## src/design/rxrb_defs.vh

```
// constants for the receiver register bank and broadcast decoder
`ifndef RXRB_DEFS_VH
`define RXRB_DEFS_VH

// ----------------------------------------
// configuration word layout
// ----------------------------------------
`define RXRB_CFG_WIDTH 66
`define RXRB_CFG_BITS_W 7
`define RXRB_CFG_LAST_BIT 7'h41
`define RXRB_CFG_ID_MSB 13
`define RXRB_CFG_HAMMING_BIT 14
`define RXRB_CFG_CLKB_BIT 15
`define RXRB_CFG_REINIT_BIT 60

// ----------------------------------------
// internal subaddresses
// ----------------------------------------
`define RXRB_SUB_FINE_A 8'h00
`define RXRB_SUB_FINE_B 8'h01
`define RXRB_SUB_COARSE 8'h02
`define RXRB_SUB_CTRL 8'h03

// ----------------------------------------
// control register bits and reset values
// ----------------------------------------
`define RXRB_CTRL_CROSS_EN 0
`define RXRB_CTRL_TRIG_EN 1
`define RXRB_CTRL_SINGLE_INIT 3
`define RXRB_CTRL_FATAL_INIT 4
`define RXRB_CTRL_PAR_OFF 5
`define RXRB_CTRL_SER_BUS 6
`define RXRB_CTRL_RAW_CLK 7
`define RXRB_CTRL_RESET 8'h83
`define RXRB_COARSE_RESET 8'h00
`define RXRB_FINE_RESET 8'h00

// ----------------------------------------
// broadcast command field (bits 5:2)
// ----------------------------------------
`define RXRB_CMD_ERROR_DUMP 4'h1
`define RXRB_CMD_CONFIG_DUMP 4'h2
`define RXRB_CMD_REINIT 4'h4

// ----------------------------------------
// data qualifier codes
// ----------------------------------------
`define RXRB_DQ_DATA 4'h0
`define RXRB_DQ_ERR_FIRST 4'h1
`define RXRB_DQ_ERR_LAST 4'h4
`define RXRB_DQ_CFG_FIRST 4'h5
`define RXRB_DQ_CFG_LAST 4'hC

// ----------------------------------------
// counters and timing
// ----------------------------------------
`define RXRB_ERR_MAX 16'hFFFF
`define RXRB_PROM_HALF 8
`define RXRB_DELAY_TAPS 16

`endif

```

## src/design/rxrb_core.v

```verilog
// register bank, counters, broadcast decoder and dump sequencer of the receiver
//
// Behaviour
// - 66-bit config word shifted in from serial PROM, top bit first, id bit 0 last.
// - Config word is unreadable directly; its low 32 bits are dumped low byte first by config dump.
// - Control resets to 1,1,-,0,0,0,0,1 for bits 0 through 7.
// - With reinit enabled, control bits 3 and 4 let single or double errors reinit.
// - Control bit 5 forces data, qualifier, subaddress and data strobe outputs to zero.
// - Coarse bits 3:0 delay strobe a and counter resets; bits 7:4 delay strobe b.
// - Decoded broadcasts and trigger accept share the coarse delay in bits 3:0.
// - Two fine delay registers written at internal locations 0 and 1.
// - Each fine delay is 8 bits, steering a phased clock in about 104 ps steps.
// - 12-bit crossing counter counts every cycle while control bit 0 is set; cleared only by its command or init.
// - 24-bit trigger counter counts trigger accepts; cleared only by its command or init.
// - 16-bit counter counts corrected single errors; the frame is still acted on.
// - 16-bit counter counts double and stop-bit errors; that frame is discarded.
// - Error counters freeze at maximum; only reinitialisation clears them.
// - Broadcast low bits: 00 nothing, 01 crossing clear, 10 trigger clear, 11 both.
// - Broadcast bits 5:2: 1 error dump, 2 config dump, 3 reserved, 4 reinit.
// - Error dump: four bytes on consecutive cycles, qualifiers 1 to 4, strobed.
// - Config dump qualifiers: 5,6 fine, 7 coarse, 8 control, 9 to 12 config bytes.
// - Reinit broadcast warm restarts the logic and reloads the id from PROM.
// - Every broadcast drives the two user pins with its top two bits.
// - Broadcast bits 7:2 go to the bus; each strobe pulses once after its delay.
// - Internal frames write subaddress 0,1 fine, 2 coarse, 3 control.
`include "rxrb_defs.vh"

module rxrb_core #(
	parameter PROM_HALF = `RXRB_PROM_HALF,
	parameter DELAY_TAPS = `RXRB_DELAY_TAPS
) (
	input wire clk,
	input wire reset_n,
	input wire prom_data,
	output reg prom_reset,
	output reg prom_clk,
	input wire frame_valid,
	input wire frame_is_bcast,
	input wire [7:0] frame_bcast_data,
	input wire frame_ext,
	input wire [7:0] frame_subaddr,
	input wire [7:0] frame_data,
	input wire frame_single_err,
	input wire frame_fatal_err,
	input wire trigger_accept,
	output reg config_ready,
	output reg [13:0] rx_id,
	output reg hamming_enable,
	output reg phased_clock_b_enable,
	output reg raw_clock_enable,
	output reg serial_bus_enable,
	output reg [7:0] fine_delay_a,
	output reg [7:0] fine_delay_b,
	output reg [5:0] bcast_bus,
	output reg [1:0] user_bcast,
	output reg bcast_strobe_a,
	output reg bcast_strobe_b,
	output reg delayed_trigger,
	output reg [11:0] crossing_count,
	output reg [23:0] trigger_count,
	output reg [15:0] corrected_error_count,
	output reg [15:0] fatal_error_count,
	output reg [7:0] data_out,
	output reg [3:0] data_qual,
	output reg [7:0] out_subaddress,
	output reg out_byte_strobe
);

	// ----------------------------------------
	// states
	// ----------------------------------------
	localparam [1:0] ST_PRESET = 2'b00;
	localparam [1:0] ST_LOAD = 2'b01;
	localparam [1:0] ST_RUN = 2'b10;

	reg [1:0] state_q;
	reg [7:0] div_q;
	reg [6:0] bit_cnt_q;
	reg prom_meta_q;
	reg prom_sync_q;
	reg [`RXRB_CFG_WIDTH-1:0] cfg_q;
	reg [7:0] ctrl_q;
	reg [7:0] coarse_q;
	reg dump_busy_q;
	reg [3:0] dump_qual_q;
	reg [9:0] line_q [0:DELAY_TAPS-1];

	wire running = (state_q == ST_RUN);
	wire div_tick = (div_q == PROM_HALF[7:0] - 8'h01);
	wire good_frame = frame_valid & running & ~frame_fatal_err;
	wire [9:0] tap_a = line_q[coarse_q[3:0]];
	wire [9:0] tap_b = line_q[coarse_q[7:4]];
	wire bc_a_valid = tap_a[8] & running;
	wire [7:0] bc_a = tap_a[7:0];
	wire bc_cmd_reinit = bc_a_valid & (bc_a[5:2] == `RXRB_CMD_REINIT);
	wire err_reinit = frame_valid & running & cfg_q[`RXRB_CFG_REINIT_BIT] &
		((ctrl_q[`RXRB_CTRL_SINGLE_INIT] & frame_single_err) |
		(ctrl_q[`RXRB_CTRL_FATAL_INIT] & frame_fatal_err));
	wire warm_init = bc_cmd_reinit | err_reinit;
	wire int_write = good_frame & ~frame_is_bcast & ~frame_ext;
	wire ext_write = good_frame & ~frame_is_bcast & frame_ext;
	wire dump_start_err = bc_a_valid & ~dump_busy_q & (bc_a[5:2] == `RXRB_CMD_ERROR_DUMP);
	wire dump_start_cfg = bc_a_valid & ~dump_busy_q & (bc_a[5:2] == `RXRB_CMD_CONFIG_DUMP);
	wire clear_cross = bc_a_valid & bc_a[0];
	wire clear_trig = bc_a_valid & bc_a[1];

	// ----------------------------------------
	// prom pin synchroniser
	// ----------------------------------------
	always @(posedge clk or negedge reset_n) begin
		if (!reset_n) begin
			prom_meta_q <= 1'b0;
			prom_sync_q <= 1'b0;
		end else begin
			prom_meta_q <= prom_data;
			prom_sync_q <= prom_meta_q;
		end
	end

	// ----------------------------------------
	// init sequencer and prom shift-in
	// ----------------------------------------
	always @(posedge clk or negedge reset_n) begin
		if (!reset_n) begin
			state_q <= ST_PRESET;
			div_q <= 8'h00;
			bit_cnt_q <= 7'h00;
			prom_reset <= 1'b1;
			prom_clk <= 1'b0;
			config_ready <= 1'b0;
			cfg_q <= {`RXRB_CFG_WIDTH{1'b0}};
		end else if (warm_init) begin
			// warm restart: digital logic only, id reloaded
			state_q <= ST_PRESET;
			div_q <= 8'h00;
			bit_cnt_q <= 7'h00;
			prom_reset <= 1'b1;
			prom_clk <= 1'b0;
			config_ready <= 1'b0;
		end else begin
			div_q <= div_tick ? 8'h00 : div_q + 8'h01;
			case (state_q)
			ST_PRESET: begin
				if (div_tick) begin
					prom_reset <= 1'b0;
					state_q <= ST_LOAD;
				end
			end
			ST_LOAD: begin
				if (div_tick) begin
					prom_clk <= ~prom_clk;
					// sample at end of high phase, first bit lands in bit 65
					if (prom_clk) begin
						cfg_q <= {cfg_q[`RXRB_CFG_WIDTH-2:0], prom_sync_q};
						bit_cnt_q <= bit_cnt_q + 7'h01;
						if (bit_cnt_q == `RXRB_CFG_LAST_BIT) begin
							state_q <= ST_RUN;
							config_ready <= 1'b1;
						end
					end
				end
			end
			ST_RUN: begin
				prom_clk <= 1'b0;
			end
			default: begin
				state_q <= ST_PRESET;
			end
			endcase
		end
	end

	// config fields exported from the loaded word
	always @(posedge clk or negedge reset_n) begin
		if (!reset_n) begin
			rx_id <= 14'h0000;
			hamming_enable <= 1'b0;
			phased_clock_b_enable <= 1'b0;
		end else begin
			rx_id <= cfg_q[`RXRB_CFG_ID_MSB:0];
			hamming_enable <= cfg_q[`RXRB_CFG_HAMMING_BIT];
			phased_clock_b_enable <= cfg_q[`RXRB_CFG_CLKB_BIT];
		end
	end

	// ----------------------------------------
	// internal registers written by frames
	// ----------------------------------------
	always @(posedge clk or negedge reset_n) begin
		if (!reset_n) begin
			ctrl_q <= `RXRB_CTRL_RESET;
			coarse_q <= `RXRB_COARSE_RESET;
			fine_delay_a <= `RXRB_FINE_RESET;
			fine_delay_b <= `RXRB_FINE_RESET;
		end else if (warm_init) begin
			ctrl_q <= `RXRB_CTRL_RESET;
			coarse_q <= `RXRB_COARSE_RESET;
			fine_delay_a <= `RXRB_FINE_RESET;
			fine_delay_b <= `RXRB_FINE_RESET;
		end else if (int_write) begin
			// subaddress decode
			case (frame_subaddr)
			`RXRB_SUB_FINE_A: fine_delay_a <= frame_data;
			`RXRB_SUB_FINE_B: fine_delay_b <= frame_data;
			`RXRB_SUB_COARSE: coarse_q <= frame_data;
			`RXRB_SUB_CTRL: ctrl_q <= frame_data;
			default: ctrl_q <= ctrl_q;
			endcase
		end
	end

	// control bits driven out
	always @(posedge clk or negedge reset_n) begin
		if (!reset_n) begin
			raw_clock_enable <= 1'b1;
			serial_bus_enable <= 1'b0;
		end else begin
			raw_clock_enable <= ctrl_q[`RXRB_CTRL_RAW_CLK];
			serial_bus_enable <= ctrl_q[`RXRB_CTRL_SER_BUS];
		end
	end

	// ----------------------------------------
	// coarse delay line: {trigger, bcast valid, bcast byte}
	// ----------------------------------------
	genvar gi;
	generate
		for (gi = 0; gi < DELAY_TAPS; gi = gi + 1) begin : g_line
			always @(posedge clk or negedge reset_n) begin
				if (!reset_n) begin
					line_q[gi] <= 10'h000;
				end else if (gi == 0) begin
					// corrected frames still act, fatal ones are dropped
					line_q[gi] <= {trigger_accept, good_frame & frame_is_bcast, frame_bcast_data};
				end else begin
					line_q[gi] <= line_q[(gi > 0) ? gi - 1 : 0];
				end
			end
		end
	endgenerate

	// ----------------------------------------
	// broadcast outputs after deskew
	// ----------------------------------------
	always @(posedge clk or negedge reset_n) begin
		if (!reset_n) begin
			bcast_bus <= 6'h00;
			user_bcast <= 2'b00;
			bcast_strobe_a <= 1'b0;
			bcast_strobe_b <= 1'b0;
			delayed_trigger <= 1'b0;
		end else begin
			// message and trigger share the bits 3:0 delay
			bcast_strobe_a <= bc_a_valid;
			bcast_strobe_b <= tap_b[8] & running;
			delayed_trigger <= tap_a[9];
			if (bc_a_valid) begin
				bcast_bus <= bc_a[7:2];
				user_bcast <= bc_a[7:6];
			end
		end
	end

	// ----------------------------------------
	// crossing and trigger counters
	// ----------------------------------------
	always @(posedge clk or negedge reset_n) begin
		if (!reset_n) begin
			crossing_count <= 12'h000;
			trigger_count <= 24'h000000;
		end else if (warm_init) begin
			crossing_count <= 12'h000;
			trigger_count <= 24'h000000;
		end else begin
			// clear command wins over counting
			if (clear_cross) begin
				crossing_count <= 12'h000;
			end else if (ctrl_q[`RXRB_CTRL_CROSS_EN]) begin
				crossing_count <= crossing_count + 12'h001;
			end
			if (clear_trig) begin
				trigger_count <= 24'h000000;
			end else if (ctrl_q[`RXRB_CTRL_TRIG_EN] & tap_a[9]) begin
				trigger_count <= trigger_count + 24'h000001;
			end
		end
	end

	// ----------------------------------------
	// error counters, saturating
	// ----------------------------------------
	always @(posedge clk or negedge reset_n) begin
		if (!reset_n) begin
			corrected_error_count <= 16'h0000;
			fatal_error_count <= 16'h0000;
		end else if (warm_init) begin
			corrected_error_count <= 16'h0000;
			fatal_error_count <= 16'h0000;
		end else if (frame_valid & running) begin
			if (frame_single_err & (corrected_error_count != `RXRB_ERR_MAX)) begin
				corrected_error_count <= corrected_error_count + 16'h0001;
			end
			if (frame_fatal_err & (fatal_error_count != `RXRB_ERR_MAX)) begin
				fatal_error_count <= fatal_error_count + 16'h0001;
			end
		end
	end

	// ----------------------------------------
	// dump sequencer
	// ----------------------------------------
	always @(posedge clk or negedge reset_n) begin
		if (!reset_n) begin
			dump_busy_q <= 1'b0;
			dump_qual_q <= `RXRB_DQ_DATA;
		end else if (warm_init) begin
			dump_busy_q <= 1'b0;
			dump_qual_q <= `RXRB_DQ_DATA;
		end else if (dump_start_err) begin
			dump_busy_q <= 1'b1;
			dump_qual_q <= `RXRB_DQ_ERR_FIRST;
		end else if (dump_start_cfg) begin
			dump_busy_q <= 1'b1;
			dump_qual_q <= `RXRB_DQ_CFG_FIRST;
		end else if (dump_busy_q) begin
			// one byte per cycle, stop after last qualifier
			if ((dump_qual_q == `RXRB_DQ_ERR_LAST) || (dump_qual_q == `RXRB_DQ_CFG_LAST)) begin
				dump_busy_q <= 1'b0;
				dump_qual_q <= `RXRB_DQ_DATA;
			end else begin
				dump_qual_q <= dump_qual_q + 4'h1;
			end
		end
	end

	// byte selected by the current qualifier
	reg [7:0] dump_byte;
	always @* begin
		dump_byte = 8'h00;
		case (dump_qual_q)
		4'h1: dump_byte = corrected_error_count[15:8];
		4'h2: dump_byte = corrected_error_count[7:0];
		4'h3: dump_byte = fatal_error_count[15:8];
		4'h4: dump_byte = fatal_error_count[7:0];
		4'h5: dump_byte = fine_delay_a;
		4'h6: dump_byte = fine_delay_b;
		4'h7: dump_byte = coarse_q;
		4'h8: dump_byte = ctrl_q;
		4'h9: dump_byte = cfg_q[7:0]; // low byte first
		4'hA: dump_byte = cfg_q[15:8];
		4'hB: dump_byte = cfg_q[23:16];
		4'hC: dump_byte = cfg_q[31:24];
		default: dump_byte = 8'h00;
		endcase
	end

	// ----------------------------------------
	// external data bus
	// ----------------------------------------
	always @(posedge clk or negedge reset_n) begin
		if (!reset_n) begin
			data_out <= 8'h00;
			data_qual <= 4'h0;
			out_subaddress <= 8'h00;
			out_byte_strobe <= 1'b0;
		end else if (ctrl_q[`RXRB_CTRL_PAR_OFF]) begin
			// bus forced to zero
			data_out <= 8'h00;
			data_qual <= 4'h0;
			out_subaddress <= 8'h00;
			out_byte_strobe <= 1'b0;
		end else if (dump_busy_q) begin
			data_out <= dump_byte;
			data_qual <= dump_qual_q;
			out_byte_strobe <= 1'b1;
		end else if (ext_write) begin
			data_out <= frame_data;
			data_qual <= `RXRB_DQ_DATA;
			out_subaddress <= frame_subaddr;
			out_byte_strobe <= 1'b1;
		end else begin
			out_byte_strobe <= 1'b0;
		end
	end

endmodule

```

## config.mk

```make
export PLATFORM = sky130hd
export DESIGN_NAME = rxrb_core
export DESIGN_NICKNAME = d
export VERILOG_FILES = /design/src/design/rxrb_core.v
export VERILOG_INCLUDE_DIRS = /design/src /design/src/design
export SDC_FILE = /design/constraint.sdc
export NUM_CORES = 1
export LEC_CHECK = 0
export ABC_CLOCK_PERIOD_IN_PS = 8240
export BUFFER_PORTS_ARGS = -buffer_cell sky130_fd_sc_hd__buf_2
export CAP_MARGIN = 0
export CORE_ASPECT_RATIO = 0.9
export CORE_MARGIN = 5
export CORE_UTILIZATION = 50
export CTS_CLUSTER_SIZE = 10
export DETAILED_ROUTE_END_ITERATION = 16
export GPL_ROUTABILITY_DRIVEN = 0
export PLACE_DENSITY = 0.75
export SYNTH_ARGS = -nofsm -noshare
export SYNTH_HDL_FRONTEND = slang
export SYNTH_SLANG_ARGS = --single-unit
```

## constraint.sdc

```tcl
create_clock -name clk -period 8.24 [get_ports clk]
set_input_delay 0.824 -clock clk [delete_from_list [all_inputs] [get_ports clk]]
set_output_delay 0.824 -clock clk [all_outputs]
set_load 0.05 [all_outputs]
```

==> results.sh <==
export IMPL_drtIter0Drc=678
export IMPL_grt_antenna_before_repair=1
export IMPL_async_flop_share=1.00
export IMPL_core_mm2=0.0319
export IMPL_netlist_top_cells_area="dfrtp_1 61%, mux4_2 5.6%, nand2_1 4.0%"
export IMPL_post_route_min_period_ns=3.94
export IMPL_drt_wl_total_um=38800
export IMPL_fmax_ghz=0.254
export IMPL_finalInstanceArea_mm2=0.0186
export IMPL_clkTransAtPathRegs_ns=0.06
export IMPL_die_h_um=181
export IMPL_layout_worst_path_cycle_share=0.478
export IMPL_hold_violations=0
export IMPL_cts_setup_buffers=0
export IMPL_ios=170
export IMPL_layout_drive_gt1_share=0.226
export IMPL_syn_area_per_cell_um2=12.4
export IMPL_powerDensity_mw_per_mm2=215
export IMPL_synthesis_area_mm2=0.0162
export IMPL_cts_sinks=396
export IMPL_grt_pass1_vias=11056
export IMPL_crit_fanout=81
export IMPL_synth_edf_count=0
export IMPL_tns_ns=0
export IMPL_worstPathArrival_ns=4.36
export IMPL_htree_levels=2
export IMPL_max_slew_margin=0.244
export IMPL_syn_nets=1344
export IMPL_min_path_type="in -> async"
export IMPL_synthFlopType="dfrtp_1"
export IMPL_setup_viol=0
export IMPL_cts_tree="yes"
export IMPL_yosys_register_bits=396
export IMPL_final_nets=1505
export IMPL_detailroute_via_count=10846
export IMPL_max_cap_violations=0
export IMPL_dpl_instance_area_mm2=0.0173
export IMPL_root_buffer="clkbuf_16"
export IMPL_drc=0
export IMPL_worstMarginPinSlew_ns=1.13
export IMPL_yosysWarnings=0
export IMPL_hpwl_um=25800
export IMPL_overflow=0
export IMPL_first_pass_iters=7
export IMPL_skew_ns=0.0283
export IMPL_p_leak_nw=9.01
export IMPL_worstRegToRegCells=9
export IMPL_irDropWorstVdd_mv=0.184
export IMPL_cts_buffers=45
export IMPL_r2r_start="coarse_q[0]"
export IMPL_row_count=62
export IMPL_syn_to_final_growth_pct=15.1
export IMPL_via_per_inst=5.71
export IMPL_rsz0062_at_grt="no"
export IMPL_synth_top_cell_by_area="dfrtp_1"
export IMPL_critical_path_required_ns=8.66
export IMPL_cts_hold_buf=0
export IMPL_ys_seq_area_frac=0.614
export IMPL_critPathKind="reg -> reg"
export IMPL_startpoint="coarse_q[0]"
export IMPL_yosysUniqueCellTypes=67
export IMPL_grt_max_degree=182
export IMPL_syn_instance_count=1300
export IMPL_antenna_cells=0
export IMPL_status="completed"
export IMPL_ys_top_cells_by_count="391 x dfrtp_1, 174 x nand2_1, 143 x nor2_1, 44 x a21oi_1, 44 x mux2_2"
export IMPL_grt_pass1_wl_um=62800
export IMPL_portBuffers=169
export IMPL_clock_path_buffers=3
export IMPL_synth_most_common_cell="dfrtp_1"
export IMPL_die_w_um=199
export IMPL_detail_route_wl_per_cell_um=20.5
export IMPL_ant_nets=0
export IMPL_start_util=0.507
export IMPL_yosysTopAreaCellShare=0.606
export IMPL_grt_total_usage=0.217
export IMPL_crit_path_start_kind="flop"
export IMPL_endpoint_kind="flop"
export IMPL_die_area_mm2=0.0360
export IMPL_post_cts_resized=0
export IMPL_slew_viol_final=0
export IMPL_worstSkewPairLatency_ns=0.56
[report_power, final]
part	total [mW]	internal [mW]	switching (mW)
logic	0.196	0.0537	0.143
registers	2.04	2.00	0.0443
clock network	1.76	1.01	0.749
[placed cells by master, fill, tap and decap left out, drive strengths merged, types with 4 or more instances in the layout]
cell type / Yosys / final
a221oi: 7 / 7
nand3: 30 / 30
and3: 16 / 16
o21ai: 22 / 22
nor4: 6 / 6
mux2: 44 / 44
xor2: 42 / 42
dfrtp: 391 / 391
o22ai: 4 / 4
a21oi: 44 / 44
nand3b: 5 / 5
and2: 14 / 14
buf: 37 / 183
nand2: 174 / 174
dfstp: 5 / 5
a222oi: 4 / 4
nor3: 12 / 12
mux2i: 39 / 39
a211oi: 4 / 4
a2111oi: 5 / 5
nor2: 143 / 143
nand4: 22 / 22
mux4: 48 / 48
inv: 19 / 22
ha: 11 / 11
a211o: 4 / 4
a22o: 7 / 7
xnor2: 32 / 32
nor2b: 11 / 11
a22oi: 16 / 16
clkbuf: 32 / 65
nand2b: 8 / 8
a31oi: 5 / 5
[worst max-delay path: stages (launching register included)]
cell      delay (ns)
dfrtp_2         0.60
buf_4           0.57
mux4_1          0.62
nand3_1         0.11
nand3_2         0.12
or3b_1          0.47
o21ai_4         0.16
buf_4           0.69
nand2b_1        0.33
nor2_1          0.08
[cell families (layout without fill, tap and decap cells)]
group                    after synthesis  in the layout  synth area share
AO/OA/AOI/OAI                        141            141            0.0606
multiplexers                         131            131             0.124
flip-flops                           396            396             0.614
buffers and inverters                 88            270            0.0250
adder cells (fa/ha/maj)               11             11           0.00852
AND/OR/NAND/NOR                      459            459             0.128
XOR/XNOR                              74             74            0.0401
[flip-flops by register name (all words and copies together) (netlist names), 4 cells and up]
name and flops:
cfg_q 61, coarse_q 8, fine_delay_b 8, bcast_bus 6, trigger_count 24, crossing_count 12, out_subaddress 8, div_q 8
line_q 160, ctrl_q 8, corrected_error_count 16, data_qual 4, rx_id 14, fatal_error_count 16, bit_cnt_q 7, data_out 8
fine_delay_a 8, dump_qual_q 4
[final cells by class]
cell class | instances | area (µm²)
fillers | 2466 | 13300
flip-flops and latches | 396 | 9920
multi-input cells | 816 | 5860
clock buffers | 65 | 1210
repair buffers | 183 | 973
well taps | 416 | 520
inverters | 19 | 71.3
clock inverters | 3 | 37.5
[stage by stage]
step / utilization / hold WS (ns) / power [mW] / std cells / setup WS [ns]
after CTS: 0.583 / 0.348 / 4.04 / 1898 / 4.27
after floorplan: - / 0.331 / 2.18 / 1300 / 5.52
after global placement: 0.544 / 0.342 / 2.27 / 1830 / 4.35
after detailed placement: 0.544 / 0.335 / 2.28 / 1830 / 4.28
final: 0.583 / 0.335 / 4.00 / 1898 / 4.30
after global routing: 0.583 / 0.354 / 4.14 / 1898 / 3.99
[final timing paths]
check,end,slack (ns)
max in group asynchronous,cfg_q[9],6.49
hold reg to reg,prom_sync_q,0.35
setup / recovery,div_q[3],4.30
min in group clk,prom_sync_q,0.35
setup reg to reg,div_q[3],4.30
hold / removal,line_q[155],0.34
[per-layer routing]
layer  part of all wire  global-route usage  up-vias  routed length (µm)
met5                  0                   0        -                   0
met4              0.026              0.0638        0                1020
met3              0.084              0.0544       74                3260
met2               0.45               0.321      417               17500
met1               0.44               0.322     5495               17000
li1                   -                   -     4860                   -
Note: power is estimated with default switching activity, not from simulation.
